[src/eefe_pkg.sv]
// Summary of operation
// - select byte bits b3..b1 are compared with the three chip-select inputs
// - an unconnected chip-select input counts as zero in that comparison; here open pads need a pull-down on the board
// - write-inhibit high blocks array writes; low or open permits them; here an open input needs a pull-down on the board
// - with write-inhibit high, select and address bytes ack, write data bytes do not
// - bus is ignored until supply reset releases; release resets to standby
// - supply detector asserting at power-down stops all bus response
// - start is sda falling while scl high; master starts every transfer
// - start detection runs always except during an internal write cycle
// - stop is sda rising while scl high; it ends the communication
// - after an unacknowledged read byte a stop returns the device to standby; here it returns on the scl fall closing the nack slot
// - a stop terminating a write starts the internal write cycle; here only when the last data byte was acked
// - transmitter releases sda after eight bits; receiver pulls it low on ninth
// - received sda bits are captured on rising scl
// - upper four select bits must equal the type identifier or no ack
// - respond only when the three chip-select bits match the inputs
// - eighth select bit is direction: one read, zero write
// - full match acks in the ninth slot; mismatch releases bus to standby
// - reads ignore write-inhibit; writes of up to 32 bytes need it low
// - standby is entered after a stop when no write cycle runs
// - sda is only pulled low or released, never driven high
// - during a write cycle the sda driver is off and requests are ignored
// - after a write select ack, two address bytes are acked before data
package eefe_pkg;
   localparam int         CLK_PERIOD_NS = 100;
   localparam int         WR_TIME_US    = 1000;
   localparam int         WR_CYCLES     = (WR_TIME_US * 1000) / CLK_PERIOD_NS;
   localparam logic [3:0] TYPE_ID_DFLT  = 4'h6;  // arbitrary value
   localparam logic [3:0] CNT_ACK       = 4'h8;  // bit count at the ack slot
   localparam logic [3:0] CNT_END       = 4'h9;  // bit count after the ack clock
   localparam int         FIFO_WIDTH    = 8;
   localparam int         FIFO_DEPTH    = 32;
   localparam int         SYNC_W        = 7;
   localparam int         IDX_SCL       = 0;
   localparam int         IDX_SDA       = 1;
   localparam int         IDX_CS0       = 2;
   localparam int         IDX_CS2       = 4;
   localparam int         IDX_WINH      = 5;
   localparam int         IDX_POR       = 6;
   typedef enum logic [2:0] {ST_IDLE, ST_DEVSEL, ST_ADDR_HI, ST_ADDR_LO, ST_WDATA, ST_RDATA} eefe_state_t;
endpackage
[src/eefe_front_end.sv]
`timescale 1ns/100ps

// plain synchronous fifo; full and empty come straight from the count
module eefe_fifo #(
   parameter int WIDTH = 8,
   parameter int DEPTH = 32
) (
   input  wire logic             i_clk,
   input  wire logic             i_rst,
   input  wire logic             i_in_valid,
   output      logic             o_in_ready,
   input  wire logic [WIDTH-1:0] i_in_data,
   output      logic             o_out_valid,
   input  wire logic             i_out_ready,
   output      logic [WIDTH-1:0] o_out_data
);
   localparam int AW = $clog2(DEPTH);
   logic [WIDTH-1:0] mem [DEPTH];
   logic [AW-1:0]    wr_ptr_reg;
   logic [AW-1:0]    rd_ptr_reg;
   logic [AW:0]      count_reg;
   logic             push;
   logic             pop;

   assign o_in_ready  = (count_reg != (AW+1)'(DEPTH));
   assign o_out_valid = (count_reg != '0);
   assign o_out_data  = mem[rd_ptr_reg];
   assign push        = i_in_valid & o_in_ready;
   assign pop         = o_out_valid & i_out_ready;

   // storage has no reset; only pointers and count carry state
   always_ff @(posedge i_clk)
   begin
      if (push)
      begin
         mem[wr_ptr_reg] <= i_in_data;
      end
   end

   // pointers wrap at the depth, which need not be a power of two
   always_ff @(posedge i_clk)
   begin
      if (i_rst)
      begin
         wr_ptr_reg <= '0;
         rd_ptr_reg <= '0;
         count_reg  <= '0;
      end
      else
      begin
         if (push)
         begin
            wr_ptr_reg <= (wr_ptr_reg == AW'(DEPTH-1)) ? '0 : wr_ptr_reg + 1'b1;
         end
         if (pop)
         begin
            rd_ptr_reg <= (rd_ptr_reg == AW'(DEPTH-1)) ? '0 : rd_ptr_reg + 1'b1;
         end
         count_reg <= count_reg + (AW+1)'(push) - (AW+1)'(pop);
      end
   end
endmodule

module eefe_front_end #(
   parameter logic [3:0] DEV_TYPE_ID = eefe_pkg::TYPE_ID_DFLT,  // arbitrary value
   parameter int         WR_CYCLES   = eefe_pkg::WR_CYCLES
) (
   input  wire logic       i_clk,
   input  wire logic       i_rst,
   input  wire logic       i_scl,
   input  wire logic       i_sda,
   output      logic       o_sda_out,
   output      logic       o_sda_oe_n,
   input  wire logic       i_chip_sel_addr_bit2,
   input  wire logic       i_chip_sel_addr_bit1,
   input  wire logic       i_chip_sel_addr_bit0,
   input  wire logic       i_write_inhibit_n,
   input  wire logic       i_supply_ok,
   output      logic       o_standby,
   output      logic       o_busy,
   output      logic       o_wr_cycle_start,
   output      logic       o_read_dir,
   output      logic [15:0] o_word_addr,
   output      logic       o_wr_data_valid,
   input  wire logic       i_wr_data_ready,
   output      logic [7:0] o_wr_data,
   input  wire logic [7:0] i_rd_data,
   output      logic       o_rd_data_take
);
   localparam int BW = $clog2(WR_CYCLES + 1);

   logic [eefe_pkg::SYNC_W-1:0] meta_reg;
   logic [eefe_pkg::SYNC_W-1:0] sync_reg;
   logic                        scl_d_reg;
   logic                        sda_d_reg;
   logic                        scl;
   logic                        sda;
   logic                        rst_int;
   logic                        scl_rise;
   logic                        scl_fall;
   logic                        start_det;
   logic                        stop_det;
   eefe_pkg::eefe_state_t       state_reg;
   logic [3:0]                  cnt_reg;
   logic [7:0]                  shift_reg;
   logic [7:0]                  tx_reg;
   logic                        drive_reg;
   logic                        mack_reg;
   logic                        wrote_reg;
   logic                        rnw_reg;
   logic [15:0]                 addr_reg;
   logic                        take_reg;
   logic [BW-1:0]               bsy_cnt_reg;
   logic                        wr_start_reg;
   logic                        busy;
   logic                        sel_match;
   logic                        fifo_ready;
   logic                        ack_ok;
   logic                        push;
   logic                        wr_trig;

   // two stages for every pin, straps and supply detector included
   always_ff @(posedge i_clk)
   begin
      if (i_rst)
      begin
         meta_reg <= '0;
         sync_reg <= '0;
      end
      else
      begin
         meta_reg <= {i_supply_ok, i_write_inhibit_n, i_chip_sel_addr_bit2,
                      i_chip_sel_addr_bit1, i_chip_sel_addr_bit0, i_sda, i_scl};
         sync_reg <= meta_reg;
      end
   end

   // edge history reads only the second stage
   always_ff @(posedge i_clk)
   begin
      if (i_rst)
      begin
         scl_d_reg <= 1'b1;
         sda_d_reg <= 1'b1;
      end
      else
      begin
         scl_d_reg <= scl;
         sda_d_reg <= sda;
      end
   end

   // bus events; start and stop need scl high on both samples
   assign scl       = sync_reg[eefe_pkg::IDX_SCL];
   assign sda       = sync_reg[eefe_pkg::IDX_SDA];
   assign rst_int   = i_rst | ~sync_reg[eefe_pkg::IDX_POR];
   assign scl_rise  = scl & ~scl_d_reg;
   assign scl_fall  = ~scl & scl_d_reg;
   assign start_det = scl & scl_d_reg & sda_d_reg & ~sda;
   assign stop_det  = scl & scl_d_reg & ~sda_d_reg & sda;
   assign busy      = (bsy_cnt_reg != '0);

   // open pads must be pulled low on the board so they compare as zero
   assign sel_match = (shift_reg[7:4] == DEV_TYPE_ID) &
                      (shift_reg[3:1] == sync_reg[eefe_pkg::IDX_CS2:eefe_pkg::IDX_CS0]);

   // ack decision for the byte just shifted in
   always_comb
   begin
      case (state_reg)
         eefe_pkg::ST_DEVSEL:  ack_ok = sel_match & ~busy;
         eefe_pkg::ST_ADDR_HI: ack_ok = 1'b1;
         eefe_pkg::ST_ADDR_LO: ack_ok = 1'b1;
         // a full fifo refuses the byte so nothing is lost silently
         eefe_pkg::ST_WDATA:   ack_ok = ~sync_reg[eefe_pkg::IDX_WINH] & fifo_ready;
         default:              ack_ok = 1'b0;
      endcase
   end

   assign push = (state_reg == eefe_pkg::ST_WDATA) & scl_fall & (cnt_reg == eefe_pkg::CNT_ACK) & ack_ok;

   // byte engine: start and stop win over any clock edge
   always_ff @(posedge i_clk)
   begin
      if (rst_int)
      begin
         state_reg <= eefe_pkg::ST_IDLE;
         cnt_reg   <= '0;
         shift_reg <= '0;
         tx_reg    <= '0;
         drive_reg <= 1'b0;
         mack_reg  <= 1'b0;
         rnw_reg   <= 1'b0;
         take_reg  <= 1'b0;
      end
      else
      begin
         take_reg <= 1'b0;
         if (start_det && !busy)
         begin
            state_reg <= eefe_pkg::ST_DEVSEL;
            cnt_reg   <= '0;
            drive_reg <= 1'b0;
         end
         else if (stop_det)
         begin
            state_reg <= eefe_pkg::ST_IDLE;
            drive_reg <= 1'b0;
         end
         else if (state_reg != eefe_pkg::ST_IDLE && scl_rise)
         begin
            if (cnt_reg < eefe_pkg::CNT_ACK)
            begin
               shift_reg <= {shift_reg[6:0], sda};
            end
            else
            begin
               mack_reg <= ~sda;  // master ack after a read byte
            end
            cnt_reg <= cnt_reg + 4'h1;
         end
         else if (state_reg != eefe_pkg::ST_IDLE && scl_fall)
         begin
            if (cnt_reg == eefe_pkg::CNT_ACK)
            begin
               drive_reg <= (state_reg != eefe_pkg::ST_RDATA) & ack_ok;
               if (state_reg == eefe_pkg::ST_DEVSEL)
               begin
                  rnw_reg <= shift_reg[0];
               end
            end
            else if (cnt_reg == eefe_pkg::CNT_END)
            begin
               cnt_reg   <= '0;
               drive_reg <= 1'b0;
               case (state_reg)
                  eefe_pkg::ST_DEVSEL:
                  begin
                     if (!drive_reg)
                     begin
                        state_reg <= eefe_pkg::ST_IDLE;
                     end
                     else if (rnw_reg)
                     begin
                        state_reg <= eefe_pkg::ST_RDATA;
                        tx_reg    <= i_rd_data;
                        drive_reg <= ~i_rd_data[7];
                        take_reg  <= 1'b1;
                     end
                     else
                     begin
                        state_reg <= eefe_pkg::ST_ADDR_HI;
                     end
                  end
                  eefe_pkg::ST_ADDR_HI: state_reg <= eefe_pkg::ST_ADDR_LO;
                  eefe_pkg::ST_ADDR_LO: state_reg <= eefe_pkg::ST_WDATA;
                  eefe_pkg::ST_RDATA:
                  begin
                     if (mack_reg)
                     begin
                        tx_reg    <= i_rd_data;
                        drive_reg <= ~i_rd_data[7];
                        take_reg  <= 1'b1;
                     end
                     else
                     begin
                        state_reg <= eefe_pkg::ST_IDLE;
                     end
                  end
                  default: state_reg <= state_reg;
               endcase
            end
            else if (state_reg == eefe_pkg::ST_RDATA)
            begin
               // next read bit; only zeros pull the line
               tx_reg    <= {tx_reg[6:0], 1'b0};
               drive_reg <= (cnt_reg == 4'h0) ? ~tx_reg[7] : ~tx_reg[6];
            end
         end
      end
   end

   // word address and write bookkeeping
   always_ff @(posedge i_clk)
   begin
      if (rst_int)
      begin
         addr_reg  <= '0;
         wrote_reg <= 1'b0;
      end
      else
      begin
         if (start_det)
         begin
            wrote_reg <= 1'b0;
         end
         else if (state_reg == eefe_pkg::ST_WDATA && scl_fall && cnt_reg == eefe_pkg::CNT_ACK)
         begin
            wrote_reg <= push;  // a refused last byte must not start a cycle
         end
         if (scl_fall && cnt_reg == eefe_pkg::CNT_ACK && state_reg == eefe_pkg::ST_ADDR_HI)
         begin
            addr_reg[15:8] <= shift_reg;
         end
         if (scl_fall && cnt_reg == eefe_pkg::CNT_ACK && state_reg == eefe_pkg::ST_ADDR_LO)
         begin
            addr_reg[7:0] <= shift_reg;
         end
      end
   end

   // the stop's own scl rise already counted one bit, so the slot after a data ack shows one
   assign wr_trig = stop_det & (state_reg == eefe_pkg::ST_WDATA) & (cnt_reg == 4'h1) & wrote_reg;

   // write cycle timer; while it runs starts are ignored and sda stays released
   always_ff @(posedge i_clk)
   begin
      if (rst_int)
      begin
         bsy_cnt_reg  <= '0;
         wr_start_reg <= 1'b0;
      end
      else
      begin
         wr_start_reg <= wr_trig;
         if (wr_trig)
         begin
            bsy_cnt_reg <= BW'(WR_CYCLES);
         end
         else if (busy)
         begin
            bsy_cnt_reg <= bsy_cnt_reg - 1'b1;
         end
      end
   end

   eefe_fifo #(
      .WIDTH (eefe_pkg::FIFO_WIDTH),
      .DEPTH (eefe_pkg::FIFO_DEPTH)
   ) u_fifo (
      .i_clk       (i_clk),
      .i_rst       (rst_int),
      .i_in_valid  (push),
      .o_in_ready  (fifo_ready),
      .i_in_data   (shift_reg),
      .o_out_valid (o_wr_data_valid),
      .i_out_ready (i_wr_data_ready),
      .o_out_data  (o_wr_data)
   );

   // open drain: data level fixed low, only the enable moves
   assign o_sda_out        = 1'b0;
   assign o_sda_oe_n       = ~drive_reg;
   assign o_standby        = (state_reg == eefe_pkg::ST_IDLE) & ~busy;
   assign o_busy           = busy;
   assign o_wr_cycle_start = wr_start_reg;
   assign o_read_dir       = rnw_reg;
   assign o_word_addr      = addr_reg;
   assign o_rd_data_take   = take_reg;
endmodule

[config.mk]
export PLATFORM = sky130hd
export DESIGN_NAME = eefe_front_end
export DESIGN_NICKNAME = d
export VERILOG_FILES = /design/src/eefe_pkg.sv /design/src/eefe_front_end.sv
export SDC_FILE = /design/constraint.sdc
export NUM_CORES = 1
export LEC_CHECK = 0
export ABC_AREA = 1
export BUFFER_PORTS_ARGS = -buffer_cell sky130_fd_sc_hd__buf_2
export CORE_MARGIN = 1.5
export CORE_UTILIZATION = 55
export DETAILED_ROUTE_END_ITERATION = 7
export HOLD_SLACK_MARGIN = 0.06
export PLACE_DENSITY = 0.77
export SLEW_MARGIN = 20
export SYNTH_ARGS = -nofsm -noshare
export SYNTH_HDL_FRONTEND = slang
export SYNTH_SLANG_ARGS = --single-unit
[constraint.sdc]
create_clock -name i_clk -period 5.46 [get_ports i_clk]
set_input_delay 0.273 -clock i_clk [delete_from_list [all_inputs] [get_ports i_clk]]
set_output_delay 0.273 -clock i_clk [all_outputs]
set_load 0.01 [all_outputs]
Yosys cells after proc, flatten, opt, wreduce, memory -nomap -nowiden:

Memory sizes are Yosys's and may differ from the RTL's. A register that Yosys moved wholly into a read port is not among the register bits.
Index checks and enable logic that the tools add are counted.

* add/sub/neg operators: 6
* $lt $le $gt $ge: 1
* bitwise operators: 39
* equal/unequal tests: 22
* reductions and logical operators: 38
* muxes and demuxes: 41

Operator list (count)
* two-way mux 8 bit: 5
* two-way mux 14 bit: 2
* bitwise AND 1 bit: 20
* two-way mux 5 bit: 4
* two-way mux 1 bit: 18
* inequality test 3 bit (second input constant): 6
* inverter 1 bit: 18
* AND reduction 6 bit: 3
* two-way mux 4 bit: 4
* one-hot mux 8 bit (2 select lines): 1
* nonzero test 14 bit: 1
* subtractor 14 x 1 -> 14 bit (second input constant): 1
* one-hot mux 3 bit (4 select lines): 1
* AND reduction 4 bit: 3
* nonzero test 3 bit: 4
* nonzero test 6 bit: 2
* adder 5 x 1 -> 5 bit (second input constant): 2
* equality test 5 bit (second input constant): 2
* AND reduction 10 bit: 1
* nonzero test 2 bit: 5
* two-way mux 3 bit: 3
* equality test 4 bit (second input constant): 2
* logical AND 1 bit: 8
* OR reduction 2 bit: 4
* 23 further kinds: 27

* logic and storage cells: 170
* memories: 1
* output and inout port bits: 32
* bits in writable memories: 256
* register bits after elaboration: 91

Memory list
* u_fifo.mem: depth 32, width 8, rd ports 1, clocked after Yosys merged registers in 1, wr ports 1, RTL line eefe_front_end.sv:18 `logic [WIDTH-1:0] mem [DEPTH];`

Logic depth before layout (Yosys ltp):

* word-level depth: 9
* depth in mapped cells: 18
* depth with buffers taken out: 18

Modules after synthesis:

Synthesis repeated with hierarchy kept, for this count alone.

* cell total of the unflattened synthesis: 1542
* area total of the unflattened synthesis: 15245.9 um^2

Modules (own cells, without submodules)
* eefe_fifo: cells each 1039, times used 1, area each 11642.4 um^2
* eefe_front_end: cells each 503, times used 1, area each 3603.5 um^2

Least setup slack after synthesis:

Ideal clock, no wire load.

* kind: flip-flop to flip-flop
* start: register shift_reg[3]
* end: register u_fifo.count_reg[4]
* path slack: 2802 ps
* arrival: 2539 ps
* stages on the path, launching flop included: 18
* clock period less this slack: 2658 ps
* buffers on the path: 0
* library setup time: 119 ps
* cell sequence: dfxtp_1 -> inv_1 -> nand2_1 -> nand2_1 -> nand3_1 -> nor2_1 -> nand2_2 -> nand2_4 -> nand2_4 -> clkinv_4 -> ha_1 -> fa_1 -> nand2_1 -> inv_1 -> o21ai_0 -> nand2_1 -> o21ai_0 -> a21oi_1

* cells in the longest elaborated chain, start to end: 8

Ends and longest elaborated chain
* start, declared: RTL line eefe_front_end.sv:105 `logic [7:0] shift_reg;`
* start signal, assigned: RTL line eefe_front_end.sv:214 `shift_reg <= {shift_reg[6:0], sda};`
* equality test 3 bit: RTL line eefe_front_end.sv:165 `(shift_reg[3:1] == sync_reg[eefe_pkg::IDX_CS2:eefe_pkg::IDX_CS0]);`
* bitwise AND 1 bit: RTL line eefe_front_end.sv:164 `assign sel_match = (shift_reg[7:4] == DEV_TYPE_ID) &`
* bitwise AND 1 bit: RTL line eefe_front_end.sv:171 `eefe_pkg::ST_DEVSEL: ack_ok = sel_match & ~busy;`
* one-hot mux 1 bit (3 select lines): RTL line eefe_front_end.sv:170 `case (state_reg)`
* bitwise AND 1 bit: RTL line eefe_front_end.sv:180 `assign push = (state_reg == eefe_pkg::ST_WDATA) & scl_fall & (cnt_reg == eefe_pkg::CNT_ACK) & ack_ok;`
* bitwise AND 1 bit: RTL line eefe_front_end.sv:28 `assign push = i_in_valid & o_in_ready;`
* named net u_fifo.push: RTL line eefe_front_end.sv:22 `logic push;`
* adder 6 x 1 -> 6 bit: RTL line eefe_front_end.sv:59 `count_reg <= count_reg + (AW+1)'(push) - (AW+1)'(pop);`
* subtractor 6 x 1 -> 6 bit: RTL line eefe_front_end.sv:59
* end signal, assigned: RTL line eefe_front_end.sv:59
* end, declared: RTL line eefe_front_end.sv:21 `logic [AW:0] count_reg;`

The timed path passes the listed nets, and every way through them passes these cells.
A chain may end at the register's enable or synchronous reset.

==> metrics.md <==
| Metric | Value |
|---|---|
| Synth top area share | `51.9%` |
| Vias in the first global route | `10061` |
| Final Cycle Share | `76.5%` |
| Top delay family on crit path | `buffers and inverters` |
| PortBufs | `48` |
| CTS Hold Bufs | `7` |
| Final hold violations | `0` |
| Share of cells above drive strength 1 | `9.54%` |
| Slew Limit Fails | `0` |
| Post-Syn Instances | `1485` |
| Detailed Place HPWL | `19700 um` |
| Total track usage | `23.6%` |
| Vias/cell | `5.57` |
| Post-DRT Antenna Nets | `0` |
| CTS buffer count | `36` |
| Critical path required time | `5.19 ns` |
| Crit path buf inv count | `3` |
| Asr flop ratio synth | `0%` |
| LEAKAGE | `0.00677 uW` |
| Die X | `167 um` |
| Mapped Area | `14800 sq um` |
| Synth Area per Inst | `9.97 sq um` |
| Critical path arrival | `3.91 ns` |
| Slowest stage delay, CP | `0.91 ns` |
| TNS Setup | `0 ns` |
| Synth Warn # | `0` |
| Initial Util | `56.5%` |
| Die area | `27900 sq um` |
| Layout Skew | `0.0194 ns` |
| Critical Path End Type | `output pin` |
| Initial drt markers | `986` |
| Crit Path Max Fanout | `65` |
| Sequential share of the synthesized area | `64.9%` |
| RSZ-0062 raised after global routing | `no` |
| Post-synth cell types | `36` |
| Commonest cells after routing, fill and taps aside | `383 x nand2_1, 256 x edfxtp_1, 185 x nor2_1` |
| Row Count | `59` |
| Net count after synthesis | `1525` |
| First-pass GRT wire length | `52000 um` |
| Run status | `completed` |
| # diodes | `0` |
| Setup slack, reg-to-reg | `2.46 ns` |
| Buffer count from post-CTS setup fixing | `0` |
| Min Tclk post-route | `4.18 ns` |
| Core area | `26200 sq um` |
| Area contributors post-synth | `edfxtp_1 52%, dfxtp_1 13%, nand2_1 9.7%` |
| Root buffer cell | `clkbuf_16` |
| Routed Wire Length | `32600 um` |
| Crit path cell chain | `clkinv_2 > buf_4 > nand2_1 > a21oi_1 > o31ai_1 > nand2_1 > nand2_1 > nand2_1 > buf_2` |
| Via count | `10511` |
| CP max stage cell | `clkinv_2` |
| IO Count | `50` |
| Gates resized, CTS repair | `0` |
| Max_slew headroom | `32.4%` |
| CTS H-tree lvls | `2` |
| CP Launch Type | `flop` |
| FF+latch count, synth | `352` |
| Pwr dens | `317 nW/um^2` |
| Latest clock arrival within the worst-skew pair | `0.52 ns` |
| Dpl cells | `1814` |
| RD Place Congestion | `0.872` |
| Remaining DRCs | `0` |
| EDFF count, synth | `256` |
| Reg clk slew, reported paths | `0.06 ns` |
| Class of the worst hold path | `in -> reg` |
| Clock Sinks | `352` |
| Setup violations, final | `0` |
| DR WL/cell | `17.3 um` |
| CTS tree | `done` |
| Die Ht | `167 um` |
| Commonest non-fill, non-tap cell in the layout | `nand2_1` |
| CTS max path bufs | `3` |
| Non-Filler Instances | `1886` |
| CP Class | `reg -> out` |
| Worst-Margin Slew | `1.01 ns` |
| Max VDD drop | `0.254 mV` |
| Top FF cell, synth | `edfxtp_1` |
| Maximum operating frequency | `239 MHz` |
| Max FFs per register | `256` |
| Congestion Overflow GR | `0` |
| Yosys top cell by area | `edfxtp_1` |
| 1st-pass router iterations | `5` |
| Largest net degree at the start of global routing | `87` |
| Initial antenna violation count | `0` |
| Area Growth Syn to Fin | `11.3%` |
| Nets | `1564` |
| Most common cell on crit path | `nand2_1` |
| Max_cap viols | `0` |
cells in the mapped netlist (all sizes together), types with 10 or more instances:
cell type,number
inv,90
o21ai,80
nor3,10
dfxtp,96
buf,31
nand3,102
edfxtp,256
a21oi,115
nand2,391
ha,21
nor2,193
nand4,10
clkbuf,34
o31ai,33
final cells by class:
cell class	count	area (sq um)
fill	2038	9730
sequential	352	9620
multi-input combinational	973	4550
clock buffer	47	972
tap	335	419
timing repair buffer	66	393
inverter	95	363
clock inverter	18	160
power breakdown:
| part | internal (uW) | switching (uW) | total (uW) |
|---|---|---|---|
| clock network | 1360 | 997 | 2360 |
| logic | 12.5 | 15.3 | 27.8 |
| registers | 2830 | 2.90 | 2840 |
worst min-delay path, stage by stage:
cell and delay, ns:
buf_2 0.09, nand2_1 0.06, nand2_1 0.05, nand2_1 0.05, nor2_1 0.03
logic make-up after synthesis:
| family | Yosys count | synth area share [%] |
|---|---|---|
| flops | 352 | 64.9 |
| simple gates | 710 | 19.8 |
| other cells | 1 | 0.0253 |
| buf+inv | 160 | 4.39 |
| xor+xnor | 7 | 0.414 |
| compound gates | 233 | 8.53 |
| fa+ha+maj | 22 | 1.91 |
through the flow:
| stage | setup slack (ns) | instance area (sq um) | utilization (%) | total power (uW) | hold slack (ns) |
|---|---|---|---|---|---|
| 2_1_floorplan | 2.80 | 14800 | - | 2910 | 0.344 |
| 3_3_place_gp | 1.90 | 15300 | 58.3 | 2920 | 0.389 |
| 3_5_place_dp | 1.92 | 15300 | 58.3 | 2920 | 0.395 |
| 4_1_cts | 1.29 | 16500 | 62.9 | 5240 | 0.0680 |
| 5_1_grt | 1.02 | 16500 | 62.9 | 5350 | 0.0838 |
| 6_report | 1.28 | 16500 | 62.9 | 5220 | 0.0764 |
layer usage:
metal / wire length, um / GRT usage, % / vias to the layer above
met2: 16100 / 40.4 / 360
met1: 13700 / 30.6 / 4980
met5: 0 / 0 / -
met3: 2030 / 3.61 / 65
met4: 855 / 8.26 / 0
li1: - / - / 5106
path summary, 6_finish.rpt:
path,startpoint,end,depth (start not counted)
worst min-delay path,i_rd_data[0],tx_reg[0],5
worst min register to register,meta_reg[5],sync_reg[5],2
worst max register to register,shift_reg[3],u_fifo.count_reg[4],17
worst max-delay path,flop,o_wr_data[4],9
Note: power is estimated with default switching activity, not from simulation.
